File: src/pkg/trse_pkg.sv
// Purpose: Constants for the transmission range status encoder
// Assumes: 32-bit AXI4-Lite register access
// Notes: Field codes match the network signal encodings
`default_nettype none
package trse_pkg;
   // ----------------------------------------
   // Field codes
   // ----------------------------------------
   localparam logic [3:0] RNG_BETWEEN = 4'h0;
   localparam logic [3:0] RNG_PARK = 4'h1;
   localparam logic [3:0] RNG_REVERSE = 4'h2;
   localparam logic [3:0] RNG_NEUTRAL = 4'h3;
   localparam logic [3:0] RNG_FWD_A = 4'h4;
   localparam logic [3:0] RNG_FWD_F = 4'h9;
   localparam logic [3:0] RNG_UNKNOWN = 4'hF;
   localparam logic [2:0] FWD_MAX = 3'h6;
   localparam logic VALID_OK = 1'h0;
   localparam logic VALID_BAD = 1'h1;
   localparam logic [2:0] OVR_NONE = 3'h0;
   localparam logic [2:0] OVR_PERF = 3'h1;
   localparam logic [2:0] OVR_LIFT = 3'h2;
   localparam logic [2:0] OVR_GRADE = 3'h3;
   localparam logic [2:0] PAT_DEFAULT = 3'h0;
   localparam logic [1:0] TAP_NONE = 2'h0;
   localparam logic [1:0] TAP_DSC = 2'h1;
   localparam logic [1:0] TAP_ERS = 2'h2;
   // ----------------------------------------
   // Register map
   // ----------------------------------------
   localparam logic [7:0] CFG_OFS = 8'h00;
   localparam logic [7:0] STAT_OFS = 8'h04;
   localparam int CFG_FWD_LSB = 0;
   localparam int CFG_MANUAL_BIT = 3;
   localparam int CFG_OVR_BIT = 4;
   localparam int CFG_SENSE_BIT = 5;
   localparam logic [2:0] CFG_FWD_RST = 3'h6;
   localparam logic CFG_MANUAL_RST = 1'h0;
   localparam logic CFG_OVR_RST = 1'h1;
   localparam logic CFG_SENSE_RST = 1'h1;
   localparam int ST_RANGE_LSB = 0;
   localparam int ST_INV_BIT = 4;
   localparam int ST_OVR_LSB = 5;
   localparam int ST_PAT_LSB = 8;
   localparam logic [1:0] RESP_OKAY = 2'h0;
   localparam logic [1:0] RESP_SLVERR = 2'h2;
   // Refresh period of every field, 10 ns clock: one cycle
   localparam int CLK_NS = 10;
   localparam int REFRESH_NS = 10;
   localparam int REFRESH_CYC = (REFRESH_NS + CLK_NS - 1) / CLK_NS;
endpackage : trse_pkg
`default_nettype wire

File: src/core/trse_encoder.sv
// Purpose: Encode lever range, validity, override mode and pattern status
// Assumes: Sensing pins are asynchronous; bus is AXI4-Lite, 32-bit
// Notes: All fields refresh together every enabled clock
//
// Our own choices: the AXI4-Lite interface to the registers and the address map.
`default_nettype none

// Operation
// - Lever range is 4 bits: 0 between, 1 P, 2 R, 3 N, 4-9 A-F, 15 unknown.
// - Forward range A is the one nearest neutral, codes rise away from it.
// - Lever between defined positions gives the between-ranges code.
// - Only forward codes from A up to the configured count are emitted.
// - With electronic range selection, report the switch-selected forward range.
// - Manual gearbox: reverse switch gives reverse, else unknown without sensing.
// - Validity bit goes invalid when sensor is unreliable and fault logged.
// - Override mode is 3 bits: none, performance, lift-foot, grade braking.
// - Active driver-visible mode is reported; protective overrides are not.
// - No driver-visible mode active gives the no-override code.
// - Driver shift control active forces the no-override code.
// - Manual or no override support holds the no-override code.
// - Pattern status reports the most recently activated pattern switch.
// - All switches off gives default; codes 5 and 6 are never emitted.
module trse_encoder
   import trse_pkg::*;
(
   input wire logic sys_clk_i,
   input wire logic nrst_i,
   input wire logic ce_i,
   // Sensing pins
   input wire logic [3:0] lever_pos_i,
   input wire logic sensor_unreliable_i,
   input wire logic fault_logged_i,
   input wire logic reverse_sw_i,
   input wire logic [2:0] ers_range_i,
   input wire logic [1:0] tap_mode_i,
   input wire logic perf_mode_i,
   input wire logic lift_mode_i,
   input wire logic grade_mode_i,
   input wire logic [3:0] pattern_sw_i,
   // Encoded fields
   output logic [3:0] lever_range_o,
   output logic range_invalid_o,
   output logic [2:0] override_mode_o,
   output logic [2:0] pattern_status_o,
   // AXI4-Lite slave
   input wire logic [7:0] s_axi_awaddr,
   input wire logic s_axi_awvalid,
   output logic s_axi_awready,
   input wire logic [31:0] s_axi_wdata,
   input wire logic [3:0] s_axi_wstrb,
   input wire logic s_axi_wvalid,
   output logic s_axi_wready,
   output logic [1:0] s_axi_bresp,
   output logic s_axi_bvalid,
   input wire logic s_axi_bready,
   input wire logic [7:0] s_axi_araddr,
   input wire logic s_axi_arvalid,
   output logic s_axi_arready,
   output logic [31:0] s_axi_rdata,
   output logic [1:0] s_axi_rresp,
   output logic s_axi_rvalid,
   input wire logic s_axi_rready
);

   // ----------------------------------------
   // State
   // ----------------------------------------
   localparam int PW = 19;

   typedef struct packed {
      logic [PW-1:0] sync1;
      logic [PW-1:0] sync2;
      logic [3:0] pat_prev;
      logic [3:0] range;
      logic inv;
      logic [2:0] ovr;
      logic [2:0] pat;
      logic [2:0] cfg_fwd;
      logic cfg_manual;
      logic cfg_ovr;
      logic cfg_sense;
      logic [7:0] awaddr;
      logic aw_got;
      logic [31:0] wdata;
      logic [3:0] wstrb;
      logic w_got;
      logic awready;
      logic wready;
      logic bvalid;
      logic [1:0] bresp;
      logic arready;
      logic rvalid;
      logic [31:0] rdata;
      logic [1:0] rresp;
   } trse_state_s;

   localparam trse_state_s RST = '{
      sync1: '0,
      sync2: '0,
      pat_prev: 4'h0,
      range: RNG_UNKNOWN,
      inv: VALID_OK,
      ovr: OVR_NONE,
      pat: PAT_DEFAULT,
      cfg_fwd: CFG_FWD_RST,
      cfg_manual: CFG_MANUAL_RST,
      cfg_ovr: CFG_OVR_RST,
      cfg_sense: CFG_SENSE_RST,
      awaddr: 8'h00,
      aw_got: 1'b0,
      wdata: 32'h0000_0000,
      wstrb: 4'h0,
      w_got: 1'b0,
      awready: 1'b1,
      wready: 1'b1,
      bvalid: 1'b0,
      bresp: RESP_OKAY,
      arready: 1'b1,
      rvalid: 1'b0,
      rdata: 32'h0000_0000,
      rresp: RESP_OKAY
   };

   trse_state_s s;
   trse_state_s next_s;

   // ----------------------------------------
   // Functions
   // ----------------------------------------
   // Forward index 0 = A, clipped to configured count
   function automatic logic [3:0] fwd_code(
      input logic [2:0] idx,
      input logic [2:0] cnt
   );
      logic [2:0] lim;
      lim = (cnt > FWD_MAX) ? FWD_MAX : cnt;
      if (idx < lim) begin
         fwd_code = RNG_FWD_A + {1'b0, idx};
      end else begin
         fwd_code = RNG_UNKNOWN;
      end
   endfunction : fwd_code

   function automatic logic [31:0] reg_read(
      input trse_state_s st,
      input logic [7:0] addr
   );
      reg_read = 32'h0000_0000;
      if (addr == CFG_OFS) begin
         reg_read[CFG_FWD_LSB +: 3] = st.cfg_fwd;
         reg_read[CFG_MANUAL_BIT] = st.cfg_manual;
         reg_read[CFG_OVR_BIT] = st.cfg_ovr;
         reg_read[CFG_SENSE_BIT] = st.cfg_sense;
      end else if (addr == STAT_OFS) begin
         reg_read[ST_RANGE_LSB +: 4] = st.range;
         reg_read[ST_INV_BIT] = st.inv;
         reg_read[ST_OVR_LSB +: 3] = st.ovr;
         reg_read[ST_PAT_LSB +: 3] = st.pat;
      end
   endfunction : reg_read

   function automatic logic addr_ok(input logic [7:0] addr);
      addr_ok = (addr == CFG_OFS) || (addr == STAT_OFS);
   endfunction : addr_ok

   // ----------------------------------------
   // Synchronised pins
   // ----------------------------------------
   logic [PW-1:0] raw;
   logic [3:0] p_lever;
   logic p_unrel;
   logic p_logged;
   logic p_rev;
   logic [2:0] p_ers;
   logic [1:0] p_tap;
   logic p_perf;
   logic p_lift;
   logic p_grade;
   logic [3:0] p_pat;

   assign raw = {lever_pos_i, sensor_unreliable_i, fault_logged_i, reverse_sw_i,
                 ers_range_i, tap_mode_i, perf_mode_i, lift_mode_i,
                 grade_mode_i, pattern_sw_i};
   assign {p_lever, p_unrel, p_logged, p_rev, p_ers, p_tap, p_perf, p_lift,
           p_grade, p_pat} = s.sync2;

   // ----------------------------------------
   // Next state
   // ----------------------------------------
   logic [3:0] auto_rng;
   logic [3:0] pat_rise;
   logic do_wr;

   always_comb begin
      next_s = s;

      // ----------------------------------------
      // Two-stage pin synchroniser
      // ----------------------------------------
      next_s.sync1 = raw;
      next_s.sync2 = s.sync1;

      // ----------------------------------------
      // Lever range from position sensing
      // ----------------------------------------
      if (p_lever == RNG_BETWEEN) begin
         auto_rng = RNG_BETWEEN;
      end else if (p_lever < RNG_FWD_A) begin
         auto_rng = p_lever;
      end else if (p_lever <= RNG_FWD_F) begin
         if (p_tap == TAP_ERS) begin
            auto_rng = fwd_code(p_ers, s.cfg_fwd);
         end else begin
            auto_rng = fwd_code(3'(p_lever - RNG_FWD_A), s.cfg_fwd);
         end
      end else begin
         auto_rng = RNG_UNKNOWN;
      end

      if (s.cfg_manual && p_rev) begin
         next_s.range = RNG_REVERSE;
      end else if (!s.cfg_sense) begin
         next_s.range = RNG_UNKNOWN;
      end else begin
         next_s.range = auto_rng;
      end

      // ----------------------------------------
      // Validity flag
      // ----------------------------------------
      next_s.inv = (p_unrel && p_logged) ? VALID_BAD : VALID_OK;

      // ----------------------------------------
      // Override mode, driver-visible modes only
      // ----------------------------------------
      if (s.cfg_manual || !s.cfg_ovr) begin
         next_s.ovr = OVR_NONE;
      end else if (p_tap == TAP_DSC) begin
         next_s.ovr = OVR_NONE;
      end else if (p_perf) begin
         next_s.ovr = OVR_PERF;
      end else if (p_lift) begin
         next_s.ovr = OVR_LIFT;
      end else if (p_grade) begin
         next_s.ovr = OVR_GRADE;
      end else begin
         next_s.ovr = OVR_NONE;
      end

      // ----------------------------------------
      // Pattern status: latest rising switch, lowest index wins a tie
      // ----------------------------------------
      pat_rise = p_pat & ~s.pat_prev;
      next_s.pat_prev = p_pat;
      if (p_pat == 4'h0) begin
         next_s.pat = PAT_DEFAULT;
      end else if (pat_rise[0]) begin
         next_s.pat = 3'h1;
      end else if (pat_rise[1]) begin
         next_s.pat = 3'h2;
      end else if (pat_rise[2]) begin
         next_s.pat = 3'h3;
      end else if (pat_rise[3]) begin
         next_s.pat = 3'h4;
      end

      // ----------------------------------------
      // Write channel
      // ----------------------------------------
      if (s_axi_awvalid && s.awready) begin
         next_s.awaddr = s_axi_awaddr;
         next_s.aw_got = 1'b1;
      end
      if (s_axi_wvalid && s.wready) begin
         next_s.wdata = s_axi_wdata;
         next_s.wstrb = s_axi_wstrb;
         next_s.w_got = 1'b1;
      end
      if (s.bvalid && s_axi_bready) begin
         next_s.bvalid = 1'b0;
      end
      do_wr = s.aw_got && s.w_got && !s.bvalid;
      if (do_wr) begin
         next_s.aw_got = 1'b0;
         next_s.w_got = 1'b0;
         next_s.bvalid = 1'b1;
         next_s.bresp = addr_ok(s.awaddr) ? RESP_OKAY : RESP_SLVERR;
         if (s.awaddr == CFG_OFS && s.wstrb[0]) begin
            next_s.cfg_fwd = s.wdata[CFG_FWD_LSB +: 3];
            next_s.cfg_manual = s.wdata[CFG_MANUAL_BIT];
            next_s.cfg_ovr = s.wdata[CFG_OVR_BIT];
            next_s.cfg_sense = s.wdata[CFG_SENSE_BIT];
         end
      end
      next_s.awready = !next_s.aw_got && !next_s.bvalid;
      next_s.wready = !next_s.w_got && !next_s.bvalid;

      // ----------------------------------------
      // Read channel
      // ----------------------------------------
      if (s.rvalid && s_axi_rready) begin
         next_s.rvalid = 1'b0;
      end
      if (s_axi_arvalid && s.arready) begin
         next_s.rvalid = 1'b1;
         next_s.rdata = reg_read(s, s_axi_araddr);
         next_s.rresp = addr_ok(s_axi_araddr) ? RESP_OKAY : RESP_SLVERR;
      end
      next_s.arready = !next_s.rvalid;
   end

   // ----------------------------------------
   // Registers
   // ----------------------------------------
   always_ff @(posedge sys_clk_i) begin
      if (!nrst_i) begin
         s <= RST;
      end else if (ce_i) begin
         s <= next_s;
      end
   end

   // ----------------------------------------
   // Outputs
   // ----------------------------------------
   assign lever_range_o = s.range;
   assign range_invalid_o = s.inv;
   assign override_mode_o = s.ovr;
   assign pattern_status_o = s.pat;
   assign s_axi_awready = s.awready;
   assign s_axi_wready = s.wready;
   assign s_axi_bvalid = s.bvalid;
   assign s_axi_bresp = s.bresp;
   assign s_axi_arready = s.arready;
   assign s_axi_rvalid = s.rvalid;
   assign s_axi_rdata = s.rdata;
   assign s_axi_rresp = s.rresp;

endmodule : trse_encoder
`default_nettype wire

File: config.mk
export PLATFORM = sky130hd
export DESIGN_NAME = trse_encoder
export DESIGN_NICKNAME = d
export VERILOG_FILES = /design/src/pkg/trse_pkg.sv /design/src/core/trse_encoder.sv
export SDC_FILE = /design/constraint.sdc
export NUM_CORES = 1
export LEC_CHECK = 0
export ABC_AREA = 1
export BUFFER_PORTS_ARGS = -buffer_cell sky130_fd_sc_hd__buf_4
export CORE_AREA = 2 2 134 110
export DETAILED_ROUTE_END_ITERATION = 8
export DIE_AREA = 0 0 136 112
export GPL_ROUTABILITY_DRIVEN = 0
export PLACE_DENSITY = 0.59
export SYNTH_ARGS = -nofsm -noshare
export SYNTH_HDL_FRONTEND = slang
export SYNTH_SLANG_ARGS = --single-unit
export TNS_END_PERCENT = 5
File: constraint.sdc
create_clock -name sys_clk_i -period 1.2 [get_ports sys_clk_i]
set_input_delay 0.18 -clock sys_clk_i [delete_from_list [all_inputs] [get_ports sys_clk_i]]
set_output_delay 0.18 -clock sys_clk_i [all_outputs]
set_load 0.01 [all_outputs]
==> run metrics <==
status finished, violations left; failing checks negative setup slack; Mean Syn Cell Area 7.45 µm²; sequential share of the synthesized area 0.451; row cnt 39; Post-DP HPWL 7210 µm; TritonCTS clock tree done; Final period util 1.14; RSZ-0062 raised after global routing yes; Sink Count 92; Layout Nets 712; Die W 136 µm; vias post-DR 3499; Clock Skews 0.00619 ns; WS Path Type flip-flop to flip-flop; crit path capture type flip-flop; Area after DPL 0.00485 mm²; min-delay worst type primary input to flip-flop; multi-input logic area 0.00176 mm²; maxcap violations 0; FFs w/ async S/R, synth 0; hold depth 3; grt total ovfl 0; ANT cells 0; Routed Antenna Nets 0; fill count 1491; clock tree buffer depth 2; Initial Utilization 0.293; Yosys cell types 28; data required time at the worst endpoint 1.49 ns; wire length per cell 12.0 µm; register area 0.00185 mm²; root buf cell clkbuf_16; worst reg2reg path depth 12; # port buffers 76; Leak 0.00244 µW; Hold-fix buffers, CTS 0; mapped cell area 0.00409 mm²; worst skew pair latency 0.35 ns; CP arrival 1.65 ns; Total Wirelength 9870 µm; drt pass-1 iters 4; largest area contributor in the netlist dfxtp_1; CP Launch Type flip-flop; Power Dens Cells 1400 mW/mm²; r2r startpoint s[92]; Die Footprint 0.0152 mm²; Via-to-Cell Ratio 4.27; final worst path period need 1.36 ns; DR iter-0 viols 194; Primary FF master, synth dfxtp_1; DRC errors left 0; CP Max Fanout 3; Hold Startpoint grade_mode_i; Die H 112 µm; Mapped Cells 549; largest net degree at the start of global routing 44; # setup viols final 10; top-area cell type share of the netlist area 0.451; first-pass GRT wire length 16100 µm; Global Route Usage Sum 0.133; Yosys reg bits 92; synth warn 0; Post-synth EDFFs 0; vias in the first global route 3299; final worst setup slack -0.163 ns; antenna violations before repair 0; total CTS buffers 9; endpoints failing hold 0; Max VDD drop 0.726 mV; final instance area 0.00530 mm²; crit path from s[92]; share of cells above drive strength 1 0.270; Setup WS pre-CTS -0.208 ns; Reg clk slew, reported paths 0.07 ns; H-tree Lvls 3; final slew viol count 0; IO Count 131; Area Overhead vs Synth 29.6%; fmax 734 MHz; Area contributors post-synth dfxtp_1, buf_4, o21ai_0, a21oi_1, nand2_1; Core ar. 0.0140 mm²
registers in the layout (all words and copies together) (netlist names), 2 cells and up:
name,cells
s,27
p_lever,4
next_s,23
pattern_status_o,3
p_tap,2
override_mode_o,2
lever_range_o,4
s_axi_rdata,10
p_ers,3
routing by layer:
layer	track usage	part of all wire	up-vias
met3	0.0442	0.064	7
met5	0	0	-
li1	-	-	1862
met4	0.0389	0.0096	0
met1	0.184	0.48	1544
met2	0.198	0.45	86
power breakdown:
group | switching (µW) | internal (µW) | total [µW]
logic | 515 | 441 | 957
clock network | 1250 | 1840 | 3090
registers | 108 | 3240 | 3350
through the flow:
| step | std cells | power (µW) | setup TNS (ns) | hold WS (ns) | util |
|---|---|---|---|---|---|
| global placement | 803 | 4300 | -2.21 | 0.403 | 0.348 |
| global route | 820 | 7770 | -2.87 | 0.0509 | 0.380 |
| finish | 820 | 7400 | -1.20 | 0.0506 | 0.380 |
| CTS | 820 | 7460 | -1.36 | 0.0444 | 0.376 |
| detailed placement | 803 | 4320 | -2.86 | 0.407 | 0.348 |
| floorplan | 573 | 3990 | -0.817 | 0.315 | - |
worst max-delay path: stages, from the launching register on:
cell and delay (ns):
dfxtp_2 0.36, inv_4 0.05, ha_4 0.25, inv_2 0.03, o21bai_1 0.12, inv_1 0.05
nand2_1 0.07, nand2_2 0.08, nand2_2 0.08, nand2_2 0.06, nand3_2 0.05, nand2_1 0.05
nand2_1 0.06
layout make-up:
class,instances,area share
clock inverter,7,0.0187
sequential,92,0.348
tap,184,0.0434
clock buffer,9,0.0425
inverter,58,0.0416
multi-input combinational,352,0.333
timing repair buffer,118,0.173
worst paths after layout:
check / end / slack (ns)
worst max-delay path: lever_range_o[0] / -0.16
worst min-delay path: next_s[112] / 0.05
worst max register to register: lever_range_o[0] / -0.16
worst min register to register: s[81] / 0.45
placed cells by master, fill, tap and decap left out, types with 2 or more instances in the layout:
| cell | count |
|---|---|
| nor2_1 | 66 |
| conb_1 | 25 |
| o21ai_0 | 67 |
| o211ai_2 | 4 |
| nand3_2 | 4 |
| inv_1 | 50 |
| or2_4 | 2 |
| inv_6 | 2 |
| nand2_1 | 69 |
| ha_4 | 2 |
| o21a_1 | 6 |
| inv_2 | 7 |
| nand3_1 | 24 |
| buf_4 | 115 |
| nor2_4 | 3 |
| dfxtp_1 | 89 |
| nand2_2 | 5 |
| buf_12 | 2 |
| dfxtp_2 | 3 |
| bufinv_16 | 2 |
| a21oi_2 | 2 |
| nand4_1 | 2 |
| a21oi_1 | 60 |
| clkbuf_16 | 9 |
kinds of logic after synthesis:
logic type                 share of synthesized area
DFF                                            0.451
other                                       0.000917
buffers and inverters                          0.166
xor gates and xnor gates                     0.00214
adders and majority gates                    0.00612
and+or+nand+nor                                0.188
AOI/OAI and AO/OA                              0.186
cells in the mapped netlist, types with 3 or more instances:
| library cell | instances |
|---|---|
| o21ai_0 | 68 |
| nand3_1 | 28 |
| buf_2 | 5 |
| o21a_1 | 6 |
| dfxtp_1 | 92 |
| o211ai_2 | 4 |
| buf_4 | 48 |
| inv_1 | 55 |
| inv_2 | 3 |
| a21oi_1 | 62 |
| nor2_1 | 69 |
| nand2_1 | 75 |
| clkbuf_1 | 15 |
repair_timing:
action,in CTS,in global routing
pin swaps,6,4
setup endpoints to repair,13,32
resized for setup,14,17
setup buffers,1,0
Note: power is estimated with default switching activity, not from simulation.
